$ cat config.mk
export PLATFORM = sky130hd
export DESIGN_NAME = cli_interpreter
export DESIGN_NICKNAME = d
export VERILOG_FILES = /design/src/verilog/cli_pkg.sv /design/src/verilog/cli_interpreter.sv /design/src/verilog/cli_entry_mem.sv
export SDC_FILE = /design/constraint.sdc
export NUM_CORES = 1
export LEC_CHECK = 0
export ABC_AREA = 0
export BUFFER_PORTS_ARGS = -buffer_cell sky130_fd_sc_hd__buf_2
export CORE_ASPECT_RATIO = 0.9
export CORE_MARGIN = 5
export CORE_UTILIZATION = 55
export CTS_BUF_LIST = sky130_fd_sc_hd__clkbuf_16
export DETAILED_ROUTE_END_ITERATION = 7
export HOLD_SLACK_MARGIN = 0.15
export PLACE_DENSITY = 0.82
export SETUP_SLACK_MARGIN = 0.02
export SLEW_MARGIN = 20
export SYNTH_ARGS = -nofsm -noshare
export SYNTH_HDL_FRONTEND = slang
export SYNTH_SLANG_ARGS = --single-unit
$ cat constraint.sdc
create_clock -name sys_clk -period 5.6 [get_ports sys_clk]
set_input_delay 1.12 -clock sys_clk [delete_from_list [all_inputs] [get_ports sys_clk]]
set_output_delay 1.12 -clock sys_clk [all_outputs]
set_load 0.02 [all_outputs]
$ cat src/verilog/cli_pkg.sv
// package for the command list interpreter: register map, entry fields, opcodes, bus carriers
// assumes a single 50 MHz clock domain and a one-cycle register port
package cli_pkg;

  // ****************************************
  // register map
  // ****************************************
  localparam logic [7:0] CLI_OFS_PC = 8'h18;
  localparam logic [7:0] CLI_OFS_COND = 8'h1C;
  localparam logic [7:0] CLI_OFS_LINK = 8'h20;
  localparam int CLI_START_BIT = 31;
  localparam int CLI_IDLE_BIT = 30;
  localparam int CLI_ADDR_MSB = 27;
  localparam logic [31:0] CLI_PC_RESET = 32'h0000_0000;
  localparam logic [31:0] CLI_COND_RESET = 32'h0000_0000;
  localparam logic [31:0] CLI_LINK_RESET = 32'h0000_0000;

  // ****************************************
  // entry layout
  // ****************************************
  localparam int CLI_CODE_MSB = 31;
  localparam int CLI_CODE_LSB = 28;
  localparam int CLI_FLOW_BIT = 31;
  localparam int CLI_HOST_BIT = 27;
  localparam int CLI_LOCAL_MSB = 25;
  localparam int CLI_HOST_MSB = 26;
  localparam int CLI_REL_BIT = 0;
  localparam logic [27:0] CLI_ENTRY_BYTES = 28'h000_0008;
  localparam logic [27:0] CLI_WORD_BYTES = 28'h000_0004;

  typedef enum logic [3:0] {
    CLI_OP_LOAD_MEM = 4'h0,
    CLI_OP_LOAD_REG = 4'h1,
    CLI_OP_LOAD_MEM_IMM = 4'h2,
    CLI_OP_LOAD_REG_IMM = 4'h3,
    CLI_OP_LOAD_MEM_IND = 4'h4,
    CLI_OP_LOAD_REG_IND = 4'h5,
    CLI_OP_STATUS_TEST = 4'h6,
    CLI_OP_RSV7 = 4'h7,
    CLI_OP_FINISH = 4'h8,
    CLI_OP_GOTO = 4'h9,
    CLI_OP_CALL = 4'hA,
    CLI_OP_RETURN = 4'hB,
    CLI_OP_COND_JUMP = 4'hC,
    CLI_OP_RSVD = 4'hD,
    CLI_OP_RSVE = 4'hE,
    CLI_OP_RSVF = 4'hF
  } cli_code_t;

  // ****************************************
  // carriers
  // ****************************************
  typedef struct packed {
    logic [7:0] addr;
    logic [31:0] wdata;
    logic wr;
    logic rd;
  } cli_reg_req_t;

  // memory read port for fetching entries and source data
  typedef struct packed {
    logic req;
    logic host;
    logic [26:0] addr;
  } cli_fetch_req_t;

  // write port into the device address map
  typedef struct packed {
    logic req;
    logic is_reg;
    logic host;
    logic [26:0] addr;
    logic [31:0] data;
    logic [3:0] be;
  } cli_store_req_t;

endpackage : cli_pkg

$ cat src/verilog/cli_interpreter.sv
// command list interpreter: fetches 64-bit entries and executes them
// assumes a memory read port answering with fetch_valid and a store port answering with store_ack
// Function
// (RULE_01) entry: code bits 31..28, address, data high
// (RULE_02) code bit three set: flow, flush fifo
// (RULE_03) local targets use address bits 25..0; immediate and indirect load stores use dst bits 26..0
// (RULE_04) address bit 27 selects host memory
// (RULE_05) loads write map; flow branches, calls
// (RULE_06) software builds list, programs start, finishes
// (RULE_07) flow destinations relative or absolute
// (RULE_08) jump taken if any selected condition
// (RULE_09) software appends, stops, saves counter
// (RULE_10) no-op entry executes as nothing
// (RULE_11) address, condition, link registers exposed
// (RULE_12) start cleared: finish command, then halt
// (RULE_13) bit 30 reads one when idle
// (RULE_14) command_code_field decode, reserved codes ignored
// (RULE_15) call saves next address; return uses it
// (RULE_16) sequential fetch advances eight bytes
//
// Implementation choice: the address-and-strobe port.
module cli_interpreter (
  input wire logic sys_clk,
  input wire logic resetn,
  input wire cli_pkg::cli_reg_req_t reg_req,
  output logic [31:0] reg_rdata,
  output cli_pkg::cli_fetch_req_t fetch_req,
  input wire logic fetch_valid,
  input wire logic [31:0] fetch_data,
  output cli_pkg::cli_store_req_t store_req,
  input wire logic store_ack,
  output logic fifo_flush
);

  // ****************************************
  // state
  // ****************************************
  typedef enum logic [2:0] {
    CLI_IDLE,
    CLI_FETCH_LO,
    CLI_FETCH_HI,
    CLI_EXEC,
    CLI_IMM_DATA,
    CLI_IND_SRC,
    CLI_IND_READ,
    CLI_STORE
  } cli_phase_t;

  typedef struct packed {
    cli_phase_t phase;
    logic start;
    logic [27:0] pc;
    logic [31:0] cond;
    logic [27:0] link;
    logic [31:0] lo;
    logic [31:0] hi;
    logic [31:0] src;
    logic [31:0] count;
    logic [27:0] dst;
    logic pad;
    logic [31:0] rdata;
    cli_pkg::cli_fetch_req_t fetch;
    cli_pkg::cli_store_req_t store;
    logic flush;
  } cli_state_t;

  cli_state_t cur;
  cli_state_t nxt;

  logic [31:0] mem_rdata;

  // entry words are parked in a small buffer; high word of the entry at index 1
  cli_entry_mem #(
    .WIDTH(32),
    .DEPTH(4),
    .AW(2)
  ) u_entry_mem (
    .sys_clk(sys_clk),
    .wr(fetch_valid),
    .waddr({1'b0, cur.phase == CLI_FETCH_HI}),
    .wdata(fetch_data),
    .raddr(2'h1),
    .rdata(mem_rdata)
  );

  function automatic cli_pkg::cli_fetch_req_t fetch_at(input logic [27:0] a);
    cli_pkg::cli_fetch_req_t f;
    f.req = 1'b1;
    f.host = a[cli_pkg::CLI_HOST_BIT]; // RULE_04
    if (a[cli_pkg::CLI_HOST_BIT]) begin
      f.addr = a[cli_pkg::CLI_HOST_MSB:0]; // RULE_04
    end else begin
      f.addr = {1'b0, a[cli_pkg::CLI_LOCAL_MSB:0]}; // RULE_03
    end
    return f;
  endfunction : fetch_at

  // relative when address bit 0 is set, absolute otherwise
  function automatic logic [27:0] dest(input logic [31:0] lo, input logic [27:0] pc);
    logic [27:0] d;
    d = {lo[cli_pkg::CLI_ADDR_MSB:3], 3'b000};
    if (lo[cli_pkg::CLI_REL_BIT]) begin
      d = pc + d; // RULE_07
    end
    return d;
  endfunction : dest

  // ****************************************
  // next state
  // ****************************************
  always_comb begin
    logic [3:0] code;
    logic [27:0] next_pc;
    nxt = cur;
    code = cur.lo[cli_pkg::CLI_CODE_MSB:cli_pkg::CLI_CODE_LSB]; // RULE_01
    next_pc = cur.pc + cli_pkg::CLI_ENTRY_BYTES; // RULE_16
    nxt.flush = 1'b0;
    nxt.fetch.req = 1'b0;
    nxt.store.req = 1'b0;

    // register port
    nxt.rdata = 32'h0000_0000;
    if (reg_req.rd) begin
      unique case (reg_req.addr)
        cli_pkg::CLI_OFS_PC: nxt.rdata = {cur.start, cur.phase == CLI_IDLE, 2'b00, cur.pc[27:3], 3'b000}; // RULE_11 RULE_13
        cli_pkg::CLI_OFS_COND: nxt.rdata = cur.cond; // RULE_11
        cli_pkg::CLI_OFS_LINK: nxt.rdata = {4'h0, cur.link[27:3], 3'b000}; // RULE_11
        default: nxt.rdata = 32'h0000_0000;
      endcase
    end
    if (reg_req.wr) begin
      if (reg_req.addr == cli_pkg::CLI_OFS_COND) begin
        nxt.cond = reg_req.wdata;
      end
      if (reg_req.addr == cli_pkg::CLI_OFS_PC) begin
        nxt.start = reg_req.wdata[cli_pkg::CLI_START_BIT];
        // counter is only reloaded while halted, running pc stays the hardware's
        if (cur.phase == CLI_IDLE) begin
          nxt.pc = {reg_req.wdata[27:3], 3'b000};
        end
      end
    end

    unique case (cur.phase)
      CLI_IDLE: begin
        if (cur.start) begin
          nxt.phase = CLI_FETCH_LO;
          nxt.fetch = fetch_at(cur.pc);
        end
      end
      CLI_FETCH_LO: begin
        if (fetch_valid) begin
          nxt.lo = fetch_data;
          nxt.phase = CLI_FETCH_HI;
          nxt.fetch = fetch_at(cur.pc + cli_pkg::CLI_WORD_BYTES);
        end
      end
      CLI_FETCH_HI: begin
        if (fetch_valid) begin
          nxt.hi = fetch_data; // RULE_01
          nxt.phase = CLI_EXEC;
        end
      end
      CLI_EXEC: begin
        nxt.pc = next_pc; // RULE_16
        nxt.phase = CLI_FETCH_LO;
        if (cur.lo[cli_pkg::CLI_FLOW_BIT]) begin
          nxt.flush = 1'b1; // RULE_02
        end
        unique case (cli_pkg::cli_code_t'(code)) // RULE_14
          cli_pkg::CLI_OP_LOAD_MEM, cli_pkg::CLI_OP_LOAD_REG: begin
            nxt.store.req = 1'b1; // RULE_05
            nxt.store.is_reg = code[0];
            nxt.store.host = cur.lo[cli_pkg::CLI_HOST_BIT];
            nxt.store.addr = cur.lo[cli_pkg::CLI_HOST_BIT] ? cur.lo[26:0] : {1'b0, cur.lo[25:0]}; // RULE_03 RULE_04
            nxt.store.data = cur.hi;
            nxt.store.be = (!code[0] && cur.lo[0]) ? {2'b00, cur.hi[31], cur.hi[30]} : 4'hF;
            nxt.phase = CLI_STORE;
          end
          cli_pkg::CLI_OP_LOAD_MEM_IMM, cli_pkg::CLI_OP_LOAD_REG_IMM: begin
            nxt.count = cur.hi;
            nxt.dst = {cur.lo[27:2], 2'b00};
            nxt.pad = cur.hi[0];
            nxt.phase = CLI_FETCH_LO;
            if (cur.hi != 32'h0000_0000) begin
              nxt.phase = CLI_IMM_DATA;
              nxt.fetch = fetch_at(next_pc); // RULE_16
            end
          end
          cli_pkg::CLI_OP_LOAD_MEM_IND, cli_pkg::CLI_OP_LOAD_REG_IND: begin
            nxt.dst = {cur.lo[27:2], 2'b00};
            nxt.phase = CLI_IND_SRC;
            nxt.fetch = fetch_at(next_pc);
          end
          cli_pkg::CLI_OP_FINISH: begin
            nxt.pc = cur.pc; // stays on finish so an append resumes there
            nxt.start = 1'b0;
            nxt.phase = CLI_IDLE;
          end
          cli_pkg::CLI_OP_GOTO: nxt.pc = dest(cur.lo, cur.pc); // RULE_05 RULE_07
          cli_pkg::CLI_OP_CALL: begin
            nxt.link = next_pc; // RULE_15
            nxt.pc = dest(cur.lo, cur.pc);
          end
          cli_pkg::CLI_OP_RETURN: nxt.pc = cur.link; // RULE_15
          cli_pkg::CLI_OP_COND_JUMP: begin
            if ((cur.hi & cur.cond) != 32'h0000_0000) begin
              nxt.pc = dest(cur.lo, cur.pc); // RULE_08
            end
          end
          // status test has no wait source here; no-op code and reserved codes fall through
          default: nxt.pc = next_pc; // RULE_10 RULE_14
        endcase
        if (!cur.start && nxt.phase == CLI_FETCH_LO) begin
          nxt.phase = CLI_IDLE; // RULE_12
        end else if (nxt.phase == CLI_FETCH_LO) begin
          nxt.fetch = fetch_at(nxt.pc);
        end
      end
      CLI_IMM_DATA: begin
        if (fetch_valid) begin
          nxt.pc = cur.pc + cli_pkg::CLI_WORD_BYTES;
          if (cur.count != 32'h0000_0000) begin
            nxt.store.req = 1'b1;
            nxt.store.is_reg = code[0];
            nxt.store.host = cur.dst[cli_pkg::CLI_HOST_BIT];
            nxt.store.addr = cur.dst[26:0];
            nxt.store.data = fetch_data;
            nxt.store.be = 4'hF;
            nxt.dst = cur.dst + cli_pkg::CLI_WORD_BYTES;
            nxt.count = cur.count - 32'h0000_0001;
            nxt.phase = CLI_STORE;
          end else begin
            nxt.pad = 1'b0;
            nxt.phase = CLI_STORE;
          end
        end
      end
      CLI_IND_SRC: begin
        // one request per word; a second one in flight would return a stray answer
        if (fetch_valid) begin
          nxt.count = fetch_data;
          nxt.src = mem_rdata;
          nxt.pc = next_pc; // RULE_16
          nxt.phase = CLI_IND_READ;
          if (fetch_data != 32'h0000_0000) begin
            nxt.fetch = fetch_at(mem_rdata[27:0]);
          end
        end
      end
      CLI_IND_READ: begin
        if (cur.count == 32'h0000_0000) begin
          nxt.phase = cur.start ? CLI_FETCH_LO : CLI_IDLE; // RULE_12
          nxt.fetch = fetch_at(cur.pc);
          nxt.fetch.req = cur.start;
        end else begin
          if (fetch_valid) begin
            nxt.store.req = 1'b1;
            nxt.store.is_reg = code[0];
            nxt.store.host = cur.dst[cli_pkg::CLI_HOST_BIT];
            nxt.store.addr = cur.dst[26:0];
            nxt.store.data = fetch_data;
            nxt.store.be = 4'hF;
            nxt.dst = cur.dst + cli_pkg::CLI_WORD_BYTES;
            nxt.src = cur.src + 32'h0000_0004;
            nxt.count = cur.count - 32'h0000_0001;
            nxt.phase = CLI_STORE;
          end
        end
      end
      CLI_STORE: begin
        nxt.store.req = cur.store.req && !store_ack;
        if (store_ack || !cur.store.req) begin
          nxt.store.req = 1'b0;
          if (code == cli_pkg::CLI_OP_LOAD_MEM_IND || code == cli_pkg::CLI_OP_LOAD_REG_IND) begin
            nxt.phase = CLI_IND_READ;
            if (cur.count != 32'h0000_0000) begin
              nxt.fetch = fetch_at(cur.src[27:0]);
            end
          end else if ((code == cli_pkg::CLI_OP_LOAD_MEM_IMM || code == cli_pkg::CLI_OP_LOAD_REG_IMM)
                       && (cur.count != 32'h0000_0000 || cur.pad)) begin
            nxt.phase = CLI_IMM_DATA;
            nxt.fetch = fetch_at(cur.pc);
          end else if (!cur.start) begin
            nxt.phase = CLI_IDLE; // RULE_12
          end else begin
            nxt.phase = CLI_FETCH_LO;
            nxt.fetch = fetch_at(cur.pc);
          end
        end
      end
    endcase
    // fetch request stays one cycle; the memory answers later with fetch_valid
    if (cur.fetch.req) begin
      nxt.fetch.req = 1'b0;
    end
  end

  // ****************************************
  // registers
  // ****************************************
  always_ff @(posedge sys_clk or negedge resetn) begin
    if (!resetn) begin
      cur <= '0;
      cur.phase <= CLI_IDLE;
      cur.pc <= cli_pkg::CLI_PC_RESET[27:0];
      cur.cond <= cli_pkg::CLI_COND_RESET;
      cur.link <= cli_pkg::CLI_LINK_RESET[27:0];
    end else begin
      cur <= nxt;
    end
  end

  assign reg_rdata = cur.rdata;
  assign fetch_req = cur.fetch;
  assign store_req = cur.store;
  assign fifo_flush = cur.flush;

endmodule : cli_interpreter

$ cat src/verilog/cli_entry_mem.sv
// small memory holding the list entry words being executed
// assumes synchronous use with one write port and one read port; read data comes out of a register
module cli_entry_mem #(
  parameter int WIDTH = 32,
  parameter int DEPTH = 4,
  parameter int AW = 2
) (
  input wire logic sys_clk,
  input wire logic wr,
  input wire logic [AW-1:0] waddr,
  input wire logic [WIDTH-1:0] wdata,
  input wire logic [AW-1:0] raddr,
  output logic [WIDTH-1:0] rdata
);

  logic [WIDTH-1:0] mem [DEPTH];

  always_ff @(posedge sys_clk) begin
    if (wr) begin
      mem[waddr] <= wdata;
    end
    rdata <= mem[raddr];
  end

endmodule : cli_entry_mem

==> impl_metrics.ini <==
[timing]
drv_slew = 0
fin_crit_sh_pct = 80.3
post-route-min-period_ns = 4.49
hold_viol = 0
rsz0062_at_grt = no
timing.fmax_mhz = 222
final.setup.tns_ns = 0
finalSetupViolCount = 0
tightest_slew_ns = 1.18
slew_headroom_pct = 20.9
finClkSkew_ns = 0.0249
setup_ws_ns = 1.11

[floorplan]
io_pins = 206
fp.dieH_um = 215
num_rows = 75
core_region_area_um2 = 46500
die_x_um = 238
die-area_um2 = 51300
start_util_pct = 55.4

[critical_path]
crit_fanout = 13
cp-end-kind = register
criticalPathCategory = register to register
critPathLaunchType = register
r2r_slack_ns = 1.11
critical_path_required_ns = 6.02
worstPathArrival_ns = 4.92

[synth]
ys_types = 97
synth_area_leader_cell = dfrtp_1
synth_fp_nets = 3055
synth_ff_type = dfrtp_1
synth-edff-count = 28
yosys_register_bits = 426
synth_cells = 2947
syn_avg_cell_area_um2 = 8.75
synth.most_common_cell = nand2_1
synth-async-reset-ratio_pct = 86.9
yosys-top-cells-count = 379 x nand2_1, 370 x dfrtp_1, 260 x a21oi_1
synth_top_area_share_pct = 35.9
yosysSeqAreaShare_pct = 41.3
synth.area.top_cells = dfrtp_1 36%, nand2_1 5.5%, a21oi_1 5.0%, o21ai_0 5.0%, mux2_2 4.6%
netlist_area_um2 = 25800
yosys_warnings = 0

[cells_and_area]
fin_util_pct = 59.9
fin_nets = 3038
area_delta_synth_final_pct = 8.06
layout-drive-gt1-share_pct = 17.2
antenna_cells = 0
instances_no_fill = 3584
postLayoutCellArea_um2 = 27900

[power_and_ir_drop]
switchingPower_mw = 8.82
power_leakage_nw = 11.8
p_clk_share_pct = 17.9
power_density_nw_per_um2 = 627
combPwrFrac_pct = 49.0
intPower_mw = 8.64
switching_share_pct = 50.5
p_seq_share_pct = 33.1
ir_drop_mv = 0.495

[drt]
via_per_inst = 7.07
drc = 1
firstDrtPassIters = 8
wl_per_cell_um = 30.8
vias = 25342
final_antenna_net_count = 0
wl_um = 110000
drt_iter0_drc = 4128

[status]
status = finished with violations
failed_checks = design-rule violations

[clock_tree]
hold_buffers = 0
clock-sinks = 426
path_clk_slew_ns = 0.07
clockBufferDepth = 3
clk_latency_ns = 0.60
cts-root-buf = clkbuf_16
numCtsBuffers = 47
cts_max_level = 2
cts_tree = yes
cts_setup_buffers = 0
post_cts_resized = 0

[placed_design]
numPortBuffers = 205
place_ws_ns = 1.30
place_area_um2 = 26300
dp.cells = 3496
hpwlAfterDp_um = 82000
place_congestion = 1.07

[global_route]
globalRouteTotalUtil_pct = 41.4
grt_max_degree = 110
grt_pass1_vias = 23413
grt_pass1_wl_um = 160000
grt-ovfl-total = 0
antenna_found_initial = 1

[hold_path]
hold_path.class = register to register

[job]
cap_violations = 0
-- metal layers --
layer	global-route usage (%)	share of wire [%]	vias up	wire length [um]
met3	16.5	15	404	17000
met2	55.7	39	1974	43600
met1	58.4	39	12277	43200
met4	19.0	6.0	2	6600
met5	0	0.012	-	13
li1	-	-	10685	-
-- layout make-up --
type                    count  area, um^2
well taps                 616         771
clock buffers              47        1180
fillers                  3988       18700
inverters                  32         120
clock inverters            40         332
multi-input cells        2144       13200
repair buffers            279        1650
flip-flops and latches    426       10700
-- cells in the final DEF (no fill, tap or decap), types with 32 or more instances in the layout --
master / instances
a221oi_1: 40
a22oi_1: 111
nor3_1: 50
nand3_1: 79
buf_4: 70
buf_2: 204
and3_1: 34
clkbuf_16: 47
dfrtp_1: 370
o21ai_0: 257
inv_1: 35
nor2b_1: 34
mux2_2: 105
nand2_1: 379
nor2_1: 202
mux2i_1: 63
a21oi_1: 259
xnor2_1: 32
o22ai_1: 50
-- power by group through the flow --
stage | Sequential [mW] | Clock, mW | Combinational, mW
floorplan | 4.90 | 0 | 6.01
global placement | 5.66 | 0 | 7.95
detailed placement | 5.71 | 0 | 8.08
CTS | 5.67 | 3.13 | 8.14
global route | 5.84 | 3.26 | 9.00
finish | 5.78 | 3.12 | 8.56
-- sequential cells by signal, summed over array words and instances, names as in the netlist --
| signal | cells |
|---|---|
| cur | 243 |
| reg_rdata | 32 |
| u_entry_mem.mem | 28 |
| u_entry_mem.rdata | 28 |
| store_req | 65 |
| fetch_req | 29 |
| fifo_flush | 1 |
-- critical path, cell delays in order, from the launching register on --
cell and delay [ns]:
dfrtp_1 0.49, a22oi_1 0.26, nand4_1 0.13, nor4_1 1.01, o22a_1 0.84, nor2_1 0.12, a222oi_1 0.26, o21ai_0 0.17
a21oi_1 0.74, o221ai_1 0.28
-- path summary, 6_finish.rpt --
| path | start | end | cells after the start |
|---|---|---|---|
| worst max-delay path | cur[228] | cur[359] | 9 |
| worst min-delay path | u_entry_mem.mem[1][22] | u_entry_mem.rdata[22] | 0 |
| worst max register to register | cur[228] | cur[359] | 9 |
| worst min register to register | u_entry_mem.mem[1][22] | u_entry_mem.rdata[22] | 0 |
| max in group asynchronous | resetn | cur[207] | 2 |
| min in group asynchronous | resetn | cur[177] | 1 |
-- stage by stage --
| step | hold WS (ns) | power, mW |
|---|---|---|
| finish | 0.339 | 17.5 |
| global route | 0.346 | 18.1 |
| CTS | 0.341 | 16.9 |
| detailed placement | 0.327 | 13.8 |
| global placement | 0.326 | 13.6 |
| floorplan | 0.323 | 10.9 |
-- kinds of logic after synthesis --
group           synth area share (%)
compound gates                  23.8
simple gates                    16.7
flops                           41.3
buf+inv                         7.96
mux                             7.03
xor+xnor                        1.70
fa+ha+maj                       1.48
Note: power is estimated with default switching activity, not from simulation.
